===== src/rtl/scil_pkg.sv =====
// shared constants and types for the safety curtain indicator logic
package scil_pkg;

  // =========================================================
  // timing
  localparam int CLK_HZ = 200_000_000;
  localparam int FLASH_HALF_MS = 250;
  localparam int FLASH_HALF_CYC = CLK_HZ / 1000 * FLASH_HALF_MS;
  localparam int TB_W = 26;
  localparam int SCAN_FLASHES = 3;
  localparam int SCAN_PHASES = 2 * SCAN_FLASHES;
  localparam int ZONES = 8;

  // =========================================================
  // register map
  localparam logic [3:0] REG_CTRL = 4'h0;
  localparam logic [3:0] REG_IRQ_STAT = 4'h1;
  localparam logic [3:0] REG_IRQ_MASK = 4'h2;
  localparam logic [3:0] REG_STATE = 4'h3;
  localparam int CTRL_W = 8;
  localparam int CTRL_LAMP_EN = 0;
  localparam logic [CTRL_W-1:0] CTRL_RST = 8'h01;
  localparam int IRQ_W = 4;
  localparam int IRQ_RX_LOCK = 0;
  localparam int IRQ_EM_LOCK = 1;
  localparam int IRQ_SCAN_CHG = 2;
  localparam int IRQ_SYNC_LOSS = 3;
  localparam logic [IRQ_W-1:0] IRQ_MASK_RST = 4'h0;

  // =========================================================
  // types
  typedef enum logic [2:0] {
    MODE_ALIGN = 3'h0,
    MODE_RUN = 3'h1,
    MODE_WAIT_RESET = 3'h2,
    MODE_LOCKOUT = 3'h3
  } scil_mode_t;

  typedef enum logic [2:0] {
    ST_POWERUP = 3'h1,
    ST_SCAN = 3'h2,
    ST_NORMAL = 3'h4
  } scil_state_t;

  typedef enum logic [2:0] {
    DK_BLANK = 3'h0,
    DK_DASH = 3'h1,
    DK_LATCH = 3'h2,
    DK_SCAN = 3'h3,
    DK_ERROR = 3'h4,
    DK_COUNT = 3'h5
  } scil_disp_kind_t;

  typedef struct packed {
    logic red;
    logic green;
  } scil_lamp_t;

  typedef struct packed {
    scil_disp_kind_t kind;
    logic [7:0] value;
  } scil_disp_t;

  typedef struct packed {
    scil_mode_t mode;
    logic latch_cfg;
    logic scan_code;
    logic coarse_detection_option;
    logic safety_switching_outputs;
    logic beam1_blocked;
    logic [ZONES-1:0] zone_blocked;
    logic [ZONES-1:0] zone_blanked;
    logic [7:0] blocked_count;
    logic [7:0] rx_error;
    logic em_fault;
    logic [7:0] em_error;
    logic em_test;
  } scil_core_t;

  typedef struct packed {
    logic rx_reset_lamp;
    scil_lamp_t rx_status;
    logic [ZONES-1:0] zone_red;
    logic [ZONES-1:0] zone_green;
    scil_disp_t rx_disp;
    scil_lamp_t em_status;
    scil_disp_t em_disp;
  } scil_ind_t;

endpackage


===== src/rtl/scil_indicator.sv =====
// indicator driver for the emitter and receiver lamps and displays
`timescale 1ns/1ps
`default_nettype none

module scil_indicator
  import scil_pkg::*;
#(
  parameter int unsigned FLASH_HALF_CYC_P = FLASH_HALF_CYC
)
(
  input wire logic ref_clk,
  input wire logic sys_rst,
  input wire scil_core_t core,
  input wire logic [3:0] reg_addr,
  input wire logic [31:0] reg_wdata,
  input wire logic reg_wr,
  input wire logic reg_rd,
  output logic [31:0] reg_rdata,
  output logic irq,
  output scil_ind_t ind
);

  // =========================================================
  // state
  typedef struct packed {
    scil_state_t st;
    logic [TB_W-1:0] tb_cnt;
    logic phase;
    logic [2:0] phase_cnt;
    logic em_lock;
    logic scan_d;
    logic rx_lock_d;
    logic beam1_d;
    logic [CTRL_W-1:0] ctrl;
    logic [IRQ_W-1:0] irq_stat;
    logic [IRQ_W-1:0] irq_mask;
    logic [31:0] rdata;
    scil_ind_t ind;
  } scil_regs_t;

  scil_regs_t q;
  scil_regs_t n;

  localparam logic [TB_W-1:0] TB_LAST = TB_W'(FLASH_HALF_CYC_P - 1);
  localparam logic [TB_W-1:0] TB_Q1 = TB_W'(FLASH_HALF_CYC_P / 4);
  localparam logic [TB_W-1:0] TB_Q2 = TB_W'(FLASH_HALF_CYC_P / 2);
  localparam logic [TB_W-1:0] TB_Q3 = TB_W'(FLASH_HALF_CYC_P * 3 / 4);
  localparam logic [2:0] PH_LAST = 3'(SCAN_PHASES - 1);

  logic tick;
  logic flash_on;
  logic dbl_on;
  logic showing;
  logic rx_lock;
  logic scan_chg;
  logic [IRQ_W-1:0] ev;
  logic [IRQ_W-1:0] rd_clr;
  logic wr_ctrl;
  logic wr_mask;
  logic rd_stat;

  // =========================================================
  // shared timebase
  // every flashing pattern below is gated by flash_on, so the lamps
  // and displays stay in phase with each other
  assign tick = (q.tb_cnt == TB_LAST);
  assign flash_on = ~q.phase;
  // double flash: two short pulses inside the on half
  assign dbl_on = flash_on &&
    ((q.tb_cnt < TB_Q1) || ((q.tb_cnt >= TB_Q2) && (q.tb_cnt < TB_Q3)));
  assign showing = (q.st != ST_NORMAL);
  assign rx_lock = (core.mode == MODE_LOCKOUT);
  assign scan_chg = (core.scan_code != q.scan_d);

  // =========================================================
  // events and register strobes
  always_comb
  begin
    ev = '0;
    ev[IRQ_RX_LOCK] = rx_lock && !q.rx_lock_d;
    ev[IRQ_EM_LOCK] = core.em_fault && !q.em_lock;
    ev[IRQ_SCAN_CHG] = scan_chg && (q.st == ST_NORMAL);
    ev[IRQ_SYNC_LOSS] = core.beam1_blocked && !q.beam1_d;
  end

  assign wr_ctrl = reg_wr && (reg_addr == REG_CTRL);
  assign wr_mask = reg_wr && (reg_addr == REG_IRQ_MASK);
  assign rd_stat = reg_rd && (reg_addr == REG_IRQ_STAT);
  assign rd_clr = rd_stat ? q.irq_stat : '0;

  // =========================================================
  // next state
  always_comb
  begin
    n = q;

    // free-running timebase
    if (tick)
    begin
      n.tb_cnt = '0;
      n.phase = ~q.phase;
    end
    else
    begin
      n.tb_cnt = q.tb_cnt + 1'b1;
    end

    // scan code presentation sequencer
    case (q.st)
      ST_POWERUP,
      ST_SCAN:
      begin
        if (tick)
        begin
          if (q.phase_cnt == PH_LAST)
          begin
            n.st = ST_NORMAL;
            n.phase_cnt = '0;
          end
          else
          begin
            n.phase_cnt = q.phase_cnt + 1'b1;
          end
        end
      end
      ST_NORMAL:
      begin
        if (scan_chg)
        begin
          n.st = ST_SCAN;
          n.phase_cnt = '0;
        end
      end
      default:
      begin
        n.st = ST_NORMAL;
        n.phase_cnt = '0;
      end
    endcase

    n.scan_d = core.scan_code;
    n.rx_lock_d = rx_lock;
    n.beam1_d = core.beam1_blocked;

    // the emitter lockout is sticky: only sys_rst, i.e. a power
    // cycle, clears it; there is no software or reset-input path
    if (core.em_fault)
    begin
      n.em_lock = 1'b1;
    end

    // registers; a new event wins over the read that clears it
    if (wr_ctrl)
    begin
      n.ctrl = reg_wdata[CTRL_W-1:0];
    end
    if (wr_mask)
    begin
      n.irq_mask = reg_wdata[IRQ_W-1:0];
    end
    n.irq_stat = (q.irq_stat & ~rd_clr) | ev;

    // read data stands for the one cycle after the strobe only
    n.rdata = '0;
    if (reg_rd)
    begin
      if (reg_addr == REG_CTRL)
      begin
        n.rdata = 32'(q.ctrl);
      end
      else if (reg_addr == REG_IRQ_STAT)
      begin
        n.rdata = 32'(q.irq_stat);
      end
      else if (reg_addr == REG_IRQ_MASK)
      begin
        n.rdata = 32'(q.irq_mask);
      end
      else if (reg_addr == REG_STATE)
      begin
        n.rdata = 32'({q.ind.rx_disp.kind, core.mode, q.phase,
                       q.em_lock, q.st});
      end
      else
      begin
        n.rdata = '0;
      end
    end

    // -------------------------------------------------------
    // receiver reset lamp
    n.ind.rx_reset_lamp = 1'b0;
    if (q.st == ST_POWERUP || rx_lock)
    begin
      n.ind.rx_reset_lamp = 1'b0;
    end
    else if (core.mode == MODE_RUN)
    begin
      n.ind.rx_reset_lamp = 1'b1;
    end
    else if (core.mode == MODE_WAIT_RESET)
    begin
      n.ind.rx_reset_lamp = flash_on;
    end
    else if (core.mode == MODE_ALIGN && !core.beam1_blocked)
    begin
      if (core.blocked_count == '0)
      begin
        n.ind.rx_reset_lamp = dbl_on;
      end
      else
      begin
        n.ind.rx_reset_lamp = 1'b1;
      end
    end

    // -------------------------------------------------------
    // receiver status lamp
    n.ind.rx_status = '0;
    if (rx_lock)
    begin
      n.ind.rx_status.red = flash_on;
    end
    else if (q.st == ST_POWERUP)
    begin
      // single flash: red in the first half period only
      n.ind.rx_status.red = (q.phase_cnt == '0) && flash_on;
    end
    else if (core.mode == MODE_ALIGN && core.beam1_blocked)
    begin
      n.ind.rx_status = '0;
    end
    else if (core.safety_switching_outputs)
    begin
      if (core.coarse_detection_option)
      begin
        n.ind.rx_status.green = flash_on;
      end
      else
      begin
        n.ind.rx_status.green = 1'b1;
      end
    end
    else
    begin
      n.ind.rx_status.red = 1'b1;
    end

    // -------------------------------------------------------
    // zone lamps, each summarising one eighth of the beams
    for (int i = 0; i < ZONES; i++)
    begin
      n.ind.zone_red[i] = 1'b0;
      n.ind.zone_green[i] = 1'b0;
      if (rx_lock)
      begin
        n.ind.zone_red[i] = 1'b0;
      end
      else if (q.st == ST_POWERUP)
      begin
        n.ind.zone_red[i] = (q.phase_cnt == '0) && flash_on;
      end
      else if (core.beam1_blocked)
      begin
        // without sync from the first beam the rest is unknown
        n.ind.zone_red[i] = (i == 0);
      end
      else if (core.zone_blocked[i])
      begin
        n.ind.zone_red[i] = 1'b1;
      end
      else if (core.zone_blanked[i])
      begin
        n.ind.zone_green[i] = flash_on;
      end
      else
      begin
        n.ind.zone_green[i] = 1'b1;
      end
    end

    // -------------------------------------------------------
    // receiver three-digit display
    n.ind.rx_disp.kind = DK_BLANK;
    n.ind.rx_disp.value = '0;
    if (rx_lock)
    begin
      n.ind.rx_disp.kind = DK_ERROR;
      n.ind.rx_disp.value = core.rx_error;
    end
    else if (showing)
    begin
      // scan code blinks once per period, three times in all
      if (flash_on)
      begin
        n.ind.rx_disp.kind = DK_SCAN;
        n.ind.rx_disp.value = 8'(core.scan_code);
      end
    end
    else if (core.mode == MODE_ALIGN ||
             core.blocked_count != '0)
    begin
      n.ind.rx_disp.kind = DK_COUNT;
      n.ind.rx_disp.value = core.blocked_count;
    end
    else if (core.latch_cfg)
    begin
      n.ind.rx_disp.kind = DK_LATCH;
    end
    else
    begin
      n.ind.rx_disp.kind = DK_DASH;
    end

    // -------------------------------------------------------
    // emitter status lamp
    n.ind.em_status = '0;
    if (q.st == ST_POWERUP)
    begin
      n.ind.em_status.red = (q.phase_cnt == '0) && flash_on;
    end
    else if (q.em_lock)
    begin
      n.ind.em_status.red = flash_on;
    end
    else if (core.em_test)
    begin
      n.ind.em_status.green = flash_on;
    end
    else
    begin
      n.ind.em_status.green = 1'b1;
    end

    // -------------------------------------------------------
    // emitter one-digit display
    n.ind.em_disp.kind = DK_BLANK;
    n.ind.em_disp.value = '0;
    if (q.em_lock)
    begin
      n.ind.em_disp.kind = DK_ERROR;
      n.ind.em_disp.value = core.em_error;
    end
    else if (showing && flash_on)
    begin
      n.ind.em_disp.kind = DK_SCAN;
      n.ind.em_disp.value = 8'(core.scan_code);
    end

    // software lamp blanking; displays keep running so that an
    // error code is never hidden
    if (!q.ctrl[CTRL_LAMP_EN])
    begin
      n.ind.rx_reset_lamp = 1'b0;
      n.ind.rx_status = '0;
      n.ind.zone_red = '0;
      n.ind.zone_green = '0;
      n.ind.em_status = '0;
    end
  end

  // =========================================================
  // registers
  always_ff @(posedge ref_clk)
  begin
    if (sys_rst)
    begin
      q <= '0;
      q.st <= ST_POWERUP;
      q.ctrl <= CTRL_RST;
      q.irq_mask <= IRQ_MASK_RST;
    end
    else
    begin
      q <= n;
    end
  end

  // =========================================================
  // outputs
  assign reg_rdata = q.rdata;
  assign irq = |(q.irq_stat & q.irq_mask);
  assign ind = q.ind;

endmodule

`default_nettype wire


===== config.mk =====
export PLATFORM = sky130hd
export DESIGN_NAME = scil_indicator
export DESIGN_NICKNAME = d
export VERILOG_FILES = /design/src/rtl/scil_pkg.sv /design/src/rtl/scil_indicator.sv
export SDC_FILE = /design/constraint.sdc
export NUM_CORES = 1
export LEC_CHECK = 0
export ABC_CLOCK_PERIOD_IN_PS = 2260
export BUFFER_PORTS_ARGS = -buffer_cell sky130_fd_sc_hd__buf_2
export CAP_MARGIN = 20
export CORE_UTILIZATION = 23
export DETAILED_ROUTE_END_ITERATION = 8
export GPL_TIMING_DRIVEN = 0
export PLACE_DENSITY = 0.42
export SYNTH_ARGS = -nofsm -noshare
export SYNTH_HDL_FRONTEND = slang
export SYNTH_SLANG_ARGS = --single-unit

===== constraint.sdc =====
create_clock -name ref_clk -period 2.26 [get_ports ref_clk]
set_input_delay 0.452 -clock ref_clk [delete_from_list [all_inputs] [get_ports ref_clk]]
set_output_delay 0.452 -clock ref_clk [all_outputs]
set_load 0.01 [all_outputs]

# ---- Word level (Yosys, flattened, before mapping)
# Cells that the tools add are included.
dict set report op_classes {
  addsub 2
  n_reduce_logical 48
  magnitude_cmp 3
  bitwise_logic 9
  n_eq_ne 16
  muxes 66
}
# op count
set op_table {}
lappend op_table {{6-bit OR reduction} 10}
lappend op_table {{1-bit two-way mux} 44}
lappend op_table {{8-bit two-way mux} 5}
lappend op_table {{11-bit two-way mux} 3}
lappend op_table {{26-bit by 1-bit adder with 26-bit output (second input constant)} 1}
lappend op_table {{26-bit equality test (second input constant)} 1}
lappend op_table {{26-bit by 25-bit greater-or-equal comparator with 1-bit output (second input constant)} 1}
lappend op_table {{26-bit by 24-bit < comparator with 1-bit output (second input constant)} 1}
lappend op_table {{26-bit < comparator (second input constant)} 1}
lappend op_table {{3-bit two-way mux} 7}
lappend op_table {{10-bit two-way mux} 2}
lappend op_table {{1-bit logical AND} 13}
lappend op_table {{3-bit case mux with 2 select lines} 2}
lappend op_table {{2-bit OR reduction} 6}
lappend op_table {{3-bit by 2-bit equality test with 1-bit output (second input constant)} 3}
lappend op_table {{4-bit bitwise AND} 2}
lappend op_table {{4-bit by 2-bit equality test with 1-bit output (second input constant)} 2}
lappend op_table {{8-bit logical NOT} 1}
lappend op_table {{8-bit nonzero test} 1}
lappend op_table {{4-bit OR reduction} 2}
lappend op_table {{3-bit by 1-bit equality test with 1-bit output (second input constant)} 2}
lappend op_table {{3-bit equality test (second input constant)} 2}
lappend op_table {{3-bit logical NOT} 2}
lappend op_table {{2-bit inequality test (second input constant)} 3}
lappend op_table {{other kinds (16)} 27}
dict set report totals {
  ff_bits 128
  word_cells 178
  input_bits 90
}

# ---- Logic depth before layout (Yosys ltp)
# Gate-level depths: netlist of run 1.
dict set report depth {
  ltp_word 8
  depth_mapped 8
  depth_no_buf 6
}

# ---- Worst setup path after synthesis of run 1
# OpenSTA, ideal clock, no wires.
dict set report synth_path {
  path_type {register -> register}
  from {register q[99] (netlist bit)}
  to {register q[120] (netlist bit)}
  setup_slack_ns 0.409
  path_stages_with_launch 9
  required_ns 2.145
  period_less_slack_ns 1.851
  n_path_buf 2
  arrival_ns 1.736
  cell_sequence {dfxtp_1 -> ha_1 -> and4_1 -> nand3_1 -> nor4b_4 -> or2_2 -> buf_2 -> buf_4 -> nor2_1}
}
dict set report synth_via {
  elab_chain_cells 2
  elab_cells_between_ends 3
  classes_between {add/sub (1); eq/ne (1); reduce/logical (1)}
}
# element line_no
set synth_rtl {}
lappend synth_rtl {{start, declared} scil_indicator.sv:41} ;# scil_regs_t q;
lappend synth_rtl {{start signal, assigned} scil_indicator.sv:375} ;# q <= n;
lappend synth_rtl {{parallel branches: the longest is 2 deep, another holds 26-bit by 1-bit adder with 26-bit output} -}
# Parallel ways; which one is timed is not known.
# A chain may end at the register's enable or synchronous reset.

# ---- Worst setup path after layout of run 1
dict set report layout_path {
  from {register q[99] (netlist bit)}
  to {register q[116] (netlist bit)}
}
# Same word-level chain as after synthesis.

==> flow_metrics.env, run 1 <==
export IMPL_path_max_fanout=10
export IMPL_leakagePower_uw=0.00283
export IMPL_yosysUniqueCellTypes=57
export IMPL_critical_path_reg2reg_startpoint="q[99]$_SDFF_PP0_"
export IMPL_detail_route_iter0_violations=140
export IMPL_synthToLayoutAreaGrowth_pct=27.4
export IMPL_drv_max_cap_violation_count=0
export IMPL_outcome="finished, final reports clean"
export IMPL_h_tree_level_count=3
export IMPL_ys_seq_elements=106
export IMPL_pwr_share_clk_pct=38.4
export IMPL_post_place_ws_ps=-27.3
export IMPL_synth_seq_area_share_pct=43.6
export IMPL_post_route_period_util_pct=92.1
export IMPL_average_detailed_routed_wire_length_per_instance_um=13.2
export IMPL_clock_insertion_delay_at_the_later_pin_of_the_skew_report_ps=360
export IMPL_worst_pin_slew_ps=623
export IMPL_power_density_nw_per_um2=665
export IMPL_netSwitchingFraction_pct=25.8
export IMPL_gr_usage_all_layers_pct=11.8
export IMPL_floorplan_initialDensity_pct=23.7
export IMPL_synth_flop_cell="dfxtp_1"
export IMPL_maxClockFrequency_mhz=480
export IMPL_worst_endpoint_required_ps=2510
export IMPL_synth_async_reset_ratio_pct=0
export IMPL_critPathKind="flop to flop"
export IMPL_initial_antenna_violation_count=1
export IMPL_critical_path_startpoint="q[99]$_SDFF_PP0_"
export IMPL_final_setup_worst_slack_ps=179
export IMPL_synth_area_leader_cell="dfxtp_1"
export IMPL_routabilityCongestion=0.887
export IMPL_drt_pass1_iter_count=4
export IMPL_ant_nets=0
export IMPL_report_final_hold_viol_count=0
export IMPL_crit_path_end_kind="flop"
export IMPL_power_frac_comb_pct=13.4
export IMPL_intPower_uw=3060
export IMPL_die_area_um2=21700
export IMPL_irDropWorstVdd_mv=0.292
export IMPL_die_outline_width_um=147
export IMPL_number_of_flops_mapped_to_enable_cells_by_yosys=0
export IMPL_clock_sink_count=106
export IMPL_die_h_um=147
export IMPL_clock_path_buffers=2
export IMPL_cp_buffers_inverters=2
export IMPL_cts_buffers=9
export IMPL_num_nets_final=768
export IMPL_synth_top_cell_area_share_pct=43.6
export IMPL_rsz0062_at_grt="no"
export IMPL_clkSlewWorstSetupHoldPaths_ps=70
export IMPL_multi_input_area_um2=2160
export IMPL_synthTopCellsByCount="dfxtp_1 (106), buf_4 (77), nor2_1 (71)"
export IMPL_seq_power_share_pct=48.3
export IMPL_finalSetupViolCount=0
export IMPL_design_portCount=166
export IMPL_switching_power_uw=1060
export IMPL_critPathTopFamily="simple AND/OR/NAND/NOR gates"
export IMPL_detail_route_vias_per_cell=4.12
export IMPL_critical_path_cell_chain="ha_2 > and4_1 > nand3_1 > nor4b_4 > or2_2 > buf_2 > buf_4 > nor2_1"
export IMPL_synthTopCellsByArea="dfxtp_1 (44%), buf_4 (12%), nor2_1 (5.5%)"
export IMPL_std_cell_rows=52
export IMPL_yosys_synthesis_warning_count=0
export IMPL_hpwl_um=9750
export IMPL_timing_critical_path_slowest_stage_cell="dfxtp_1"
export IMPL_cts_tree="yes"
export IMPL_timing_slew_headroom_pct=58.3
export IMPL_layout_filler_cells=2217
export IMPL_slew_violations=0
export IMPL_core_area_um2=20500
export IMPL_post_route_cells_drive_above_1_share_pct=35.6
export IMPL_netlist_instances=527
export IMPL_synthesis_area_um2=4870
export IMPL_timing_clock_skew_ps=9.62
export IMPL_syn_avg_cell_area_um2=9.24
export IMPL_clock_tree_root_cell="clkbuf_16"
export IMPL_cts_hold_buf=0
export IMPL_timing_setup_tns_ps=0
export IMPL_drc_errors=0
export IMPL_seqCellArea_um2=2120
export IMPL_worstHoldPathType="primary input to flop"
export IMPL_post_synth_top_count_cell="dfxtp_1"
export IMPL_wirelength_um=12500
export IMPL_number_of_vias_after_detailed_routing=3928
export IMPL_start_kind="flop"
export IMPL_worst_min_path_start="core[40]"
export IMPL_arr_time_crit_path_ps=2330
export IMPL_grt_max_degree=19
export IMPL_buffer_ports_inserted=118
export IMPL_critical_path_max_stage_delay_ps=380
export IMPL_first_global_vias=3698
export IMPL_grt_first_pass_wirelength_um=19700
export IMPL_grt_overflow_total=0
export IMPL_final_min_clock_period_ps=2080
path summary, 6_finish.rpt:
kind / slack, ps / cells after the start / endpoint
worst max register to register: 180 / 8 / q[116]$_SDFF_PP0_
worst max-delay path: 180 / 8 / q[116]$_SDFF_PP0_
worst min-delay path: 260 / 2 / ind[30]$_SDFF_PP0_
worst min register to register: 460 / 1 / reg_rdata[10]$_SDFF_PP0_
cell usage in the layout (no fill, tap or decap), types with 3 or more instances in the layout:
cell         n
xnor2_1     15
a22o_1      11
clkinv_4     3
inv_1        7
a2111oi_0    5
clkbuf_16    9
nand3_1     12
nor2_1      71
a211oi_1    11
conb_1      21
nor2b_1      8
o22ai_1      3
nor3_1      13
and4_1       3
nor4_1       3
nand4_1      8
nand2b_1     3
and3_1       3
nand2_1     27
buf_2      123
a21oi_1     15
dfxtp_1    106
mux2i_1     20
a21o_2       8
or3_1        3
clkbuf_1    13
nand3b_1     6
nor3b_1      4
xor2_1      13
buf_4       78
and2_1      15
per-layer routing:
layer / part of all wire (%) / up-vias / global-route usage (%)
met5: 0 / - / 0
met4: 1.5 / 0 / 4.79
met3: 6.1 / 11 / 2.81
met2: 45 / 117 / 18.7
met1: 48 / 1790 / 15.5
li1: - / 2010 / -
metrics by stage:
stage | instances | area (um2) | util, % | hold slack, ps | power, uW
after global placement | 935 | 5870 | 28.6 | 446 | 2580
after detailed placement | 936 | 5880 | 28.7 | 444 | 2590
final | 953 | 6200 | 30.3 | 262 | 4120
after global routing | 952 | 6200 | 30.2 | 253 | 4310
after CTS | 952 | 6180 | 30.1 | 243 | 4200
after floorplan | 547 | 4940 | - | 430 | 2380
power by group through the flow:
| stage | clock, uW | sequential [uW] | combinational [uW] |
|---|---|---|---|
| after floorplan | 0 | 2020 | 364 |
| after global placement | 0 | 2030 | 552 |
| after detailed placement | 0 | 2030 | 556 |
| after CTS | 1650 | 1990 | 558 |
| after global routing | 1710 | 2000 | 605 |
| final | 1580 | 1990 | 551 |
flip-flops by register name, summed over array words and instances (netlist names):
register	cells
ind	42
q	53
reg_rdata	11
worst register-to-register path, stage by stage, from the launching register on:
cell,delay [ps]
dfxtp_1,380
ha_2,240
and4_1,290
nand3_1,140
nor4b_4,310
or2_2,170
buf_2,190
buf_4,200
nor2_1,60
repair_timing:
item,CTS,global route
setup endpoints to repair,0,23
endpoints found under the hold margin,0,0
setup buffers,0,0
gates resized for setup,0,4
cell type report:
type / count / area share [%]
Antenna cell: 1 / 0.0404
Clock inverter: 5 / 0.747
Tap cell: 270 / 5.45
Inverter: 7 / 0.424
Multi-Input combinational cell: 338 / 34.8
Sequential cell: 106 / 34.2
Clock buffer: 11 / 4.08
Timing Repair Buffer: 119 / 9.65
Buffer: 96 / 10.6
logic make-up (layout without fill, tap and decap cells):
group | count (synthesis) | after routing | share of synthesized area [%]
adders and majority gates | 1 | 1 | 0.257
other | 1 | 22 | 0.0770
AOI/OAI and AO/OA | 70 | 70 | 10.7
and+or+nand+nor | 197 | 197 | 21.7
DFF | 106 | 106 | 43.6
muxes | 21 | 21 | 4.58
xor gates and xnor gates | 28 | 28 | 5.04
buffers and inverters | 103 | 238 | 14.0
No activity file was read; power rests on OpenSTA's default activity.
==> run 2, diff against run 1 <==
--- a/config.mk
+++ b/config.mk
@@ -12,6 +12,7 @@
 export DETAILED_ROUTE_END_ITERATION = 8
 export GPL_TIMING_DRIVEN = 0
 export PLACE_DENSITY = 0.42
+export SETUP_SLACK_MARGIN = 0.4
 export SYNTH_ARGS = -nofsm -noshare
 export SYNTH_HDL_FRONTEND = slang
 export SYNTH_SLANG_ARGS = --single-unit
==> flow_metrics.env, run 2 (same netlist as run 1, synthesis figures left out) <==
export IMPL_timing_clock_skew_ps=7.17
export IMPL_grt_first_pass_wirelength_um=20000
export IMPL_buffer_ports_inserted=118
export IMPL_slew_violations=0
export IMPL_drv_max_cap_violation_count=0
export IMPL_clock_tree_root_cell="clkbuf_16"
export IMPL_hold_depth=2
export IMPL_post_route_period_util_pct=82.2
export IMPL_leakagePower_uw=0.00300
export IMPL_ant_nets=0
export IMPL_wirelength_um=12900
export IMPL_clock_sink_count=106
export IMPL_cts_tree="yes"
export IMPL_timing_reg2reg_worst_path_depth=7
export IMPL_start_kind="primary input"
export IMPL_die_area_um2=21700
export IMPL_first_global_vias=3758
export IMPL_grt_overflow_total=0
export IMPL_clock_path_buffers=2
export IMPL_drt_pass1_iter_count=4
export IMPL_cts_hold_buf=0
export IMPL_gr_usage_all_layers_pct=12.0
export IMPL_crit_path_end_kind="flop"
export IMPL_routabilityCongestion=0.887
export IMPL_design_portCount=166
export IMPL_worstHoldPathType="primary input to flop"
export IMPL_mostFrequentLayoutCell="buf_2"
export IMPL_finalSetupViolCount=0
export IMPL_die_outline_width_um=147
export IMPL_cts_buffers=9
export IMPL_grt_max_degree=19
export IMPL_die_h_um=147
export IMPL_top_library_cells_by_usage_in_the_layout_fill_and_taps_aside="buf_2 (122), dfxtp_1 (97), buf_4 (89)"
export IMPL_h_tree_level_count=3
export IMPL_power_density_nw_per_um2=639
export IMPL_number_of_vias_after_detailed_routing=4009
export IMPL_std_cell_rows=52
export IMPL_final_hold_worst_slack_ps=261
export IMPL_report_final_hold_viol_count=0
export IMPL_largest_reg_flops=53
export IMPL_synthToLayoutAreaGrowth_pct=34.5
export IMPL_outcome="finished, final reports clean"
export IMPL_post_route_cells_drive_above_1_share_pct=40.7
export IMPL_arr_time_crit_path_ps=2140
export IMPL_average_detailed_routed_wire_length_per_instance_um=13.3
export IMPL_core_area_um2=20500
export IMPL_initial_antenna_violation_count=1
export IMPL_timing_slew_headroom_pct=57.2
export IMPL_irDropWorstVdd_mv=0.293
export IMPL_top_register="q"
export IMPL_detail_route_iter0_violations=155
export IMPL_clkSlewWorstSetupHoldPaths_ps=70
export IMPL_worst_endpoint_required_ps=2540
export IMPL_timing_setup_tns_ps=0
export IMPL_post_place_ws_ps=-27.3
export IMPL_hpwl_um=9750
export IMPL_path_max_fanout=7
export IMPL_floorplan_initialDensity_pct=23.7
export IMPL_layout_filler_cells=2181
export IMPL_drc_errors=0
export IMPL_maxClockFrequency_mhz=538
export IMPL_final_min_clock_period_ps=1860
export IMPL_worst_pin_slew_ps=639
export IMPL_num_nets_final=786
export IMPL_rsz0062_at_grt="yes"
export IMPL_final_setup_worst_slack_ps=401
export IMPL_clock_insertion_delay_at_the_later_pin_of_the_skew_report_ps=360
export IMPL_detail_route_vias_per_cell=4.13
export IMPL_critPathKind="primary input to flop"
[run 2: changes by cell type in the layout (fill, tap and decap cells not counted), sizes merged]
cell    previous run  this run
buf              201       217
clkbuf            25        27
[run 2: path summary, 6_finish.rpt]
| check | slack (ps) | start | endpoint |
|---|---|---|---|
| setup / recovery | 400 | core[48] | ind[42]$_SDFF_PP0_ |
| hold / removal | 260 | core[40] | ind[30]$_SDFF_PP0_ |
| setup reg to reg | 420 | q[126]$_SDFFE_PP0P_ | ind[41]$_SDFF_PP0_ |
| hold reg to reg | 450 | q[99]$_SDFF_PP0_ | q[99]$_SDFF_PP0_ |
[run 2: worst max-delay path, cell delays in order]
cell and delay, ps:
clkbuf_1 170, and3b_1 220, buf_2 170, nor2_1 130
nand3_1 190, or4_1 620, a21oi_2 180
[run 2: layer usage]
| layer | vias to the layer above | wire length [um] | global-route usage [%] |
|---|---|---|---|
| met5 | - | 0 | 0 |
| met4 | 0 | 198 | 4.79 |
| met3 | 14 | 747 | 2.65 |
| met2 | 113 | 5780 | 19.0 |
| met1 | 1831 | 6180 | 15.7 |
| li1 | 2051 | - | - |
[run 2: repair_timing]
item	4_1_cts	5_1_grt
setup endpoints to repair	40	51
hold endpoints to repair	0	0
resized for setup	22	35
setup buffers	8	7
pin swaps	7	15
cloned	0	3
[run 2: stage by stage]
stage | cell area (um2) | instances | total power (uW) | utilization [%]
2_1_floorplan | 4940 | 547 | 2380 | -
3_3_place_gp | 5870 | 935 | 2580 | 28.6
3_5_place_dp | 5880 | 936 | 2590 | 28.7
4_1_cts | 6330 | 960 | 4230 | 30.9
5_1_grt | 6540 | 970 | 4370 | 31.9
6_report | 6550 | 971 | 4180 | 31.9
[run 2: layout make-up]
| type | instances | area, um2 | area share (%) |
|---|---|---|---|
| plain buffers | 96 | 706 | 10.8 |
| clock buffers | 11 | 253 | 3.86 |
| diodes | 1 | 2.50 | 0.0382 |
| well taps | 270 | 338 | 5.16 |
| multi-input cells | 338 | 2240 | 34.3 |
| inverters | 7 | 26.3 | 0.401 |
| flip-flops and latches | 106 | 2140 | 32.7 |
| clock inverters | 5 | 46.3 | 0.707 |
| repair buffers | 137 | 793 | 12.1 |
[run 2: power by group]
group	internal, uW	switching, uW	total [uW]
registers	1950	43.6	1990
logic	328	281	609
clock network	827	754	1580
==> run 3, diff against run 2 <==
--- a/config.mk
+++ b/config.mk
@@ -5,7 +5,8 @@
 export SDC_FILE = /design/constraint.sdc
 export NUM_CORES = 1
 export LEC_CHECK = 0
-export ABC_CLOCK_PERIOD_IN_PS = 2260
+export ABC_AREA = 1
+export ABC_CLOCK_PERIOD_IN_PS = 1950
 export BUFFER_PORTS_ARGS = -buffer_cell sky130_fd_sc_hd__buf_2
 export CAP_MARGIN = 20
 export CORE_UTILIZATION = 23
==> constraint.sdc (replaced) <==
create_clock -name ref_clk -period 1.95 [get_ports ref_clk]
set_input_delay 0.39 -clock ref_clk [delete_from_list [all_inputs] [get_ports ref_clk]]
set_output_delay 0.39 -clock ref_clk [all_outputs]
set_load 0.01 [all_outputs]
==> flow_metrics.env, run 3 <==
export IMPL_cts_buffers=9
export IMPL_drv_max_cap_violation_count=0
export IMPL_die_outline_width_um=151
export IMPL_post_route_period_util_pct=85.2
export IMPL_post_synth_top_count_cell="nand2_1"
export IMPL_irDropWorstVdd_mv=0.320
export IMPL_buffer_ports_inserted=119
export IMPL_top_register="q"
export IMPL_synthTopCellsByCount="nand2_1 (107), dfxtp_1 (106), inv_1 (81)"
export IMPL_timing_clock_skew_ps=7.80
export IMPL_number_of_vias_after_detailed_routing=4648
export IMPL_arr_time_crit_path_ps=1940
export IMPL_clkSlewWorstSetupHoldPaths_ps=80
export IMPL_timing_slew_headroom_pct=60.8
export IMPL_gr_usage_all_layers_pct=12.7
export IMPL_number_of_flops_mapped_to_enable_cells_by_yosys=0
export IMPL_slew_violations=0
export IMPL_timing_critical_path_slowest_stage_cell="dfxtp_4"
export IMPL_synthTopCellsByArea="dfxtp_1 (42%), buf_4 (12%), nand2_1 (7.9%)"
export IMPL_drc_errors=0
export IMPL_layout_filler_cells=2375
export IMPL_maxClockFrequency_mhz=602
export IMPL_critical_path_max_stage_delay_ps=360
export IMPL_cts_tree="yes"
export IMPL_critPathTopFamily="simple AND/OR/NAND/NOR gates"
export IMPL_leakagePower_uw=0.00347
export IMPL_die_h_um=151
export IMPL_clock_tree_root_cell="clkbuf_16"
export IMPL_fin_cells=1144
export IMPL_seqCellArea_um2=2160
export IMPL_worstHoldPathType="primary input to flop"
export IMPL_syn_avg_cell_area_um2=7.63
export IMPL_clock_sink_count=106
export IMPL_critPathKind="flop to flop"
export IMPL_grt_max_degree=20
export IMPL_mostFrequentLayoutCell="buf_2"
export IMPL_h_tree_level_count=3
export IMPL_start_kind="flop"
export IMPL_drt_pass1_iter_count=6
export IMPL_crit_path_end_kind="flop"
export IMPL_worst_endpoint_required_ps=2230
export IMPL_antenna_diode_count=0
export IMPL_place_inst=1086
export IMPL_worst_pin_slew_ps=588
export IMPL_grt_overflow_total=0
export IMPL_post_route_cells_drive_above_1_share_pct=45.7
export IMPL_synthesis_area_um2=5090
export IMPL_yosysUniqueCellTypes=45
export IMPL_final_core_util_pct=33.5
export IMPL_final_area_um2=7290
export IMPL_total_placed_instance_area_um2=6110
export IMPL_ys_seq_elements=106
export IMPL_clock_path_buffers=2
export IMPL_largest_reg_flops=53
export IMPL_power_density_nw_per_um2=629
export IMPL_average_detailed_routed_wire_length_per_instance_um=12.5
export IMPL_first_global_vias=4442
export IMPL_multi_input_area_um2=2480
export IMPL_cp_buffers_inverters=5
export IMPL_initial_antenna_violation_count=0
export IMPL_synth_async_reset_ratio_pct=0
export IMPL_core_area_um2=21800
export IMPL_outcome="finished, final reports clean"
export IMPL_die_area_um2=22700
export IMPL_synth_seq_area_share_pct=41.7
export IMPL_netlist_instances=667
export IMPL_synthToLayoutAreaGrowth_pct=43.3
export IMPL_routabilityCongestion=0.775
export IMPL_synth_area_leader_cell="dfxtp_1"
export IMPL_finalSetupViolCount=0
export IMPL_path_max_fanout=5
export IMPL_post_place_ws_ps=-9.81
export IMPL_final_min_clock_period_ps=1660
export IMPL_report_final_hold_viol_count=0
export IMPL_floorplan_initialDensity_pct=23.4
export IMPL_std_cell_rows=54
export IMPL_wirelength_um=14300
export IMPL_critical_path_cell_chain="ha_4 > nand2_4 > inv_4 > nand2_4 > inv_4 > nand2_2 > nor2_2 > nand2_2 > inv_2 > nor2_4 > clkinv_4 > buf_8 > nor3b_2"
export IMPL_ant_nets=0
export IMPL_num_nets_final=950
export IMPL_hpwl_um=10600
export IMPL_totalPowerFinal_uw=4590
export IMPL_detail_route_vias_per_cell=4.06
export IMPL_grt_first_pass_wirelength_um=22400
export IMPL_final_setup_worst_slack_ps=289
export IMPL_rsz0062_at_grt="yes"
export IMPL_synth_flop_cell="dfxtp_1"
export IMPL_clock_insertion_delay_at_the_later_pin_of_the_skew_report_ps=350
export IMPL_detail_route_iter0_violations=165
export IMPL_synth_top_cell_area_share_pct=41.7
export IMPL_cts_hold_buf=0
export IMPL_yosys_synthesis_warning_count=0
export IMPL_design_portCount=166
export IMPL_top_library_cells_by_usage_in_the_layout_fill_and_taps_aside="buf_2 (120), buf_4 (104), nand2_1 (93)"
==> run 3: changes by cell type in the layout (fill, tap and decap cells not counted), moves of 12 or more <==
| cell | before | now |
|---|---|---|
| o21ai_0 | 1 | 19 |
| mux2i_1 | 20 | 0 |
| a21oi_1 | 12 | 31 |
| dfxtp_1 | 97 | 83 |
| nand2_2 | 0 | 12 |
| dfxtp_2 | 7 | 20 |
| inv_1 | 7 | 75 |
| nor2_4 | 0 | 14 |
| and2_1 | 15 | 1 |
| xnor2_1 | 15 | 0 |
| buf_4 | 89 | 104 |
| nand2_1 | 27 | 93 |
| inv_2 | 0 | 14 |
| nand3_1 | 11 | 29 |
==> run 3: cell type report <==
class / count / share of cell area [%]
multi-input combinational: 404 / 34.0
sequential: 106 / 29.6
timing repair buffer: 161 / 13.7
buffer: 84 / 8.73
inverter: 93 / 4.92
tap: 280 / 4.80
clock buffer: 9 / 3.09
clock inverter: 7 / 1.11
==> run 3: metrics by stage <==
step	hold slack (ps)	TNS, ps
finish	210	0
detailed placement	419	-19.6
global placement	417	-124
CTS	194	0
global route	202	0
floorplan	399	0
==> run 3: logic make-up after synthesis <==
group | after synthesis | synth area share [%]
AOI/OAI and AO/OA | 94 | 10.8
other | 1 | 0.0737
and+or+nand+nor | 277 | 26.5
adders and majority gates | 1 | 0.246
xor gates and xnor gates | 11 | 1.89
buffers and inverters | 177 | 18.8
DFF | 106 | 41.7
==> run 3: timing repair <==
item | CTS | global route
buffers inserted | 25 | 15
endpoints found under the setup margin | 43 | 63
pin swaps | 21 | 29
gates cloned | 1 | 1
endpoints found under the hold margin | 0 | 0
gates resized for setup | 53 | 99
==> run 3: where the power goes <==
part | switching (uW) | internal (uW) | total (uW)
combinational | 228 | 214 | 442
sequential | 25.1 | 2210 | 2240
clock | 890 | 1020 | 1910
total | 1140 | 3450 | 4590
==> run 3: worst paths after layout <==
path,cells after the start,start,to,slack [ps]
max,13,q[100]$_SDFF_PP0_,q[123]$_SDFF_PP0_,290
min,2,core[44],ind[40]$_SDFF_PP0_,210
max reg2reg,13,q[100]$_SDFF_PP0_,q[123]$_SDFF_PP0_,290
min reg2reg,1,q[92]$_SDFF_PP0_,q[79]$_SDFF_PP0_,430
==> run 3: metal layers <==
layer	GRT usage, %	share of wire [%]	vias up
met5	0	0	-
met4	4.90	1.6	0
met3	2.14	5.9	14
met2	21.1	46	113
met1	16.3	46	2090
li1	-	-	2431
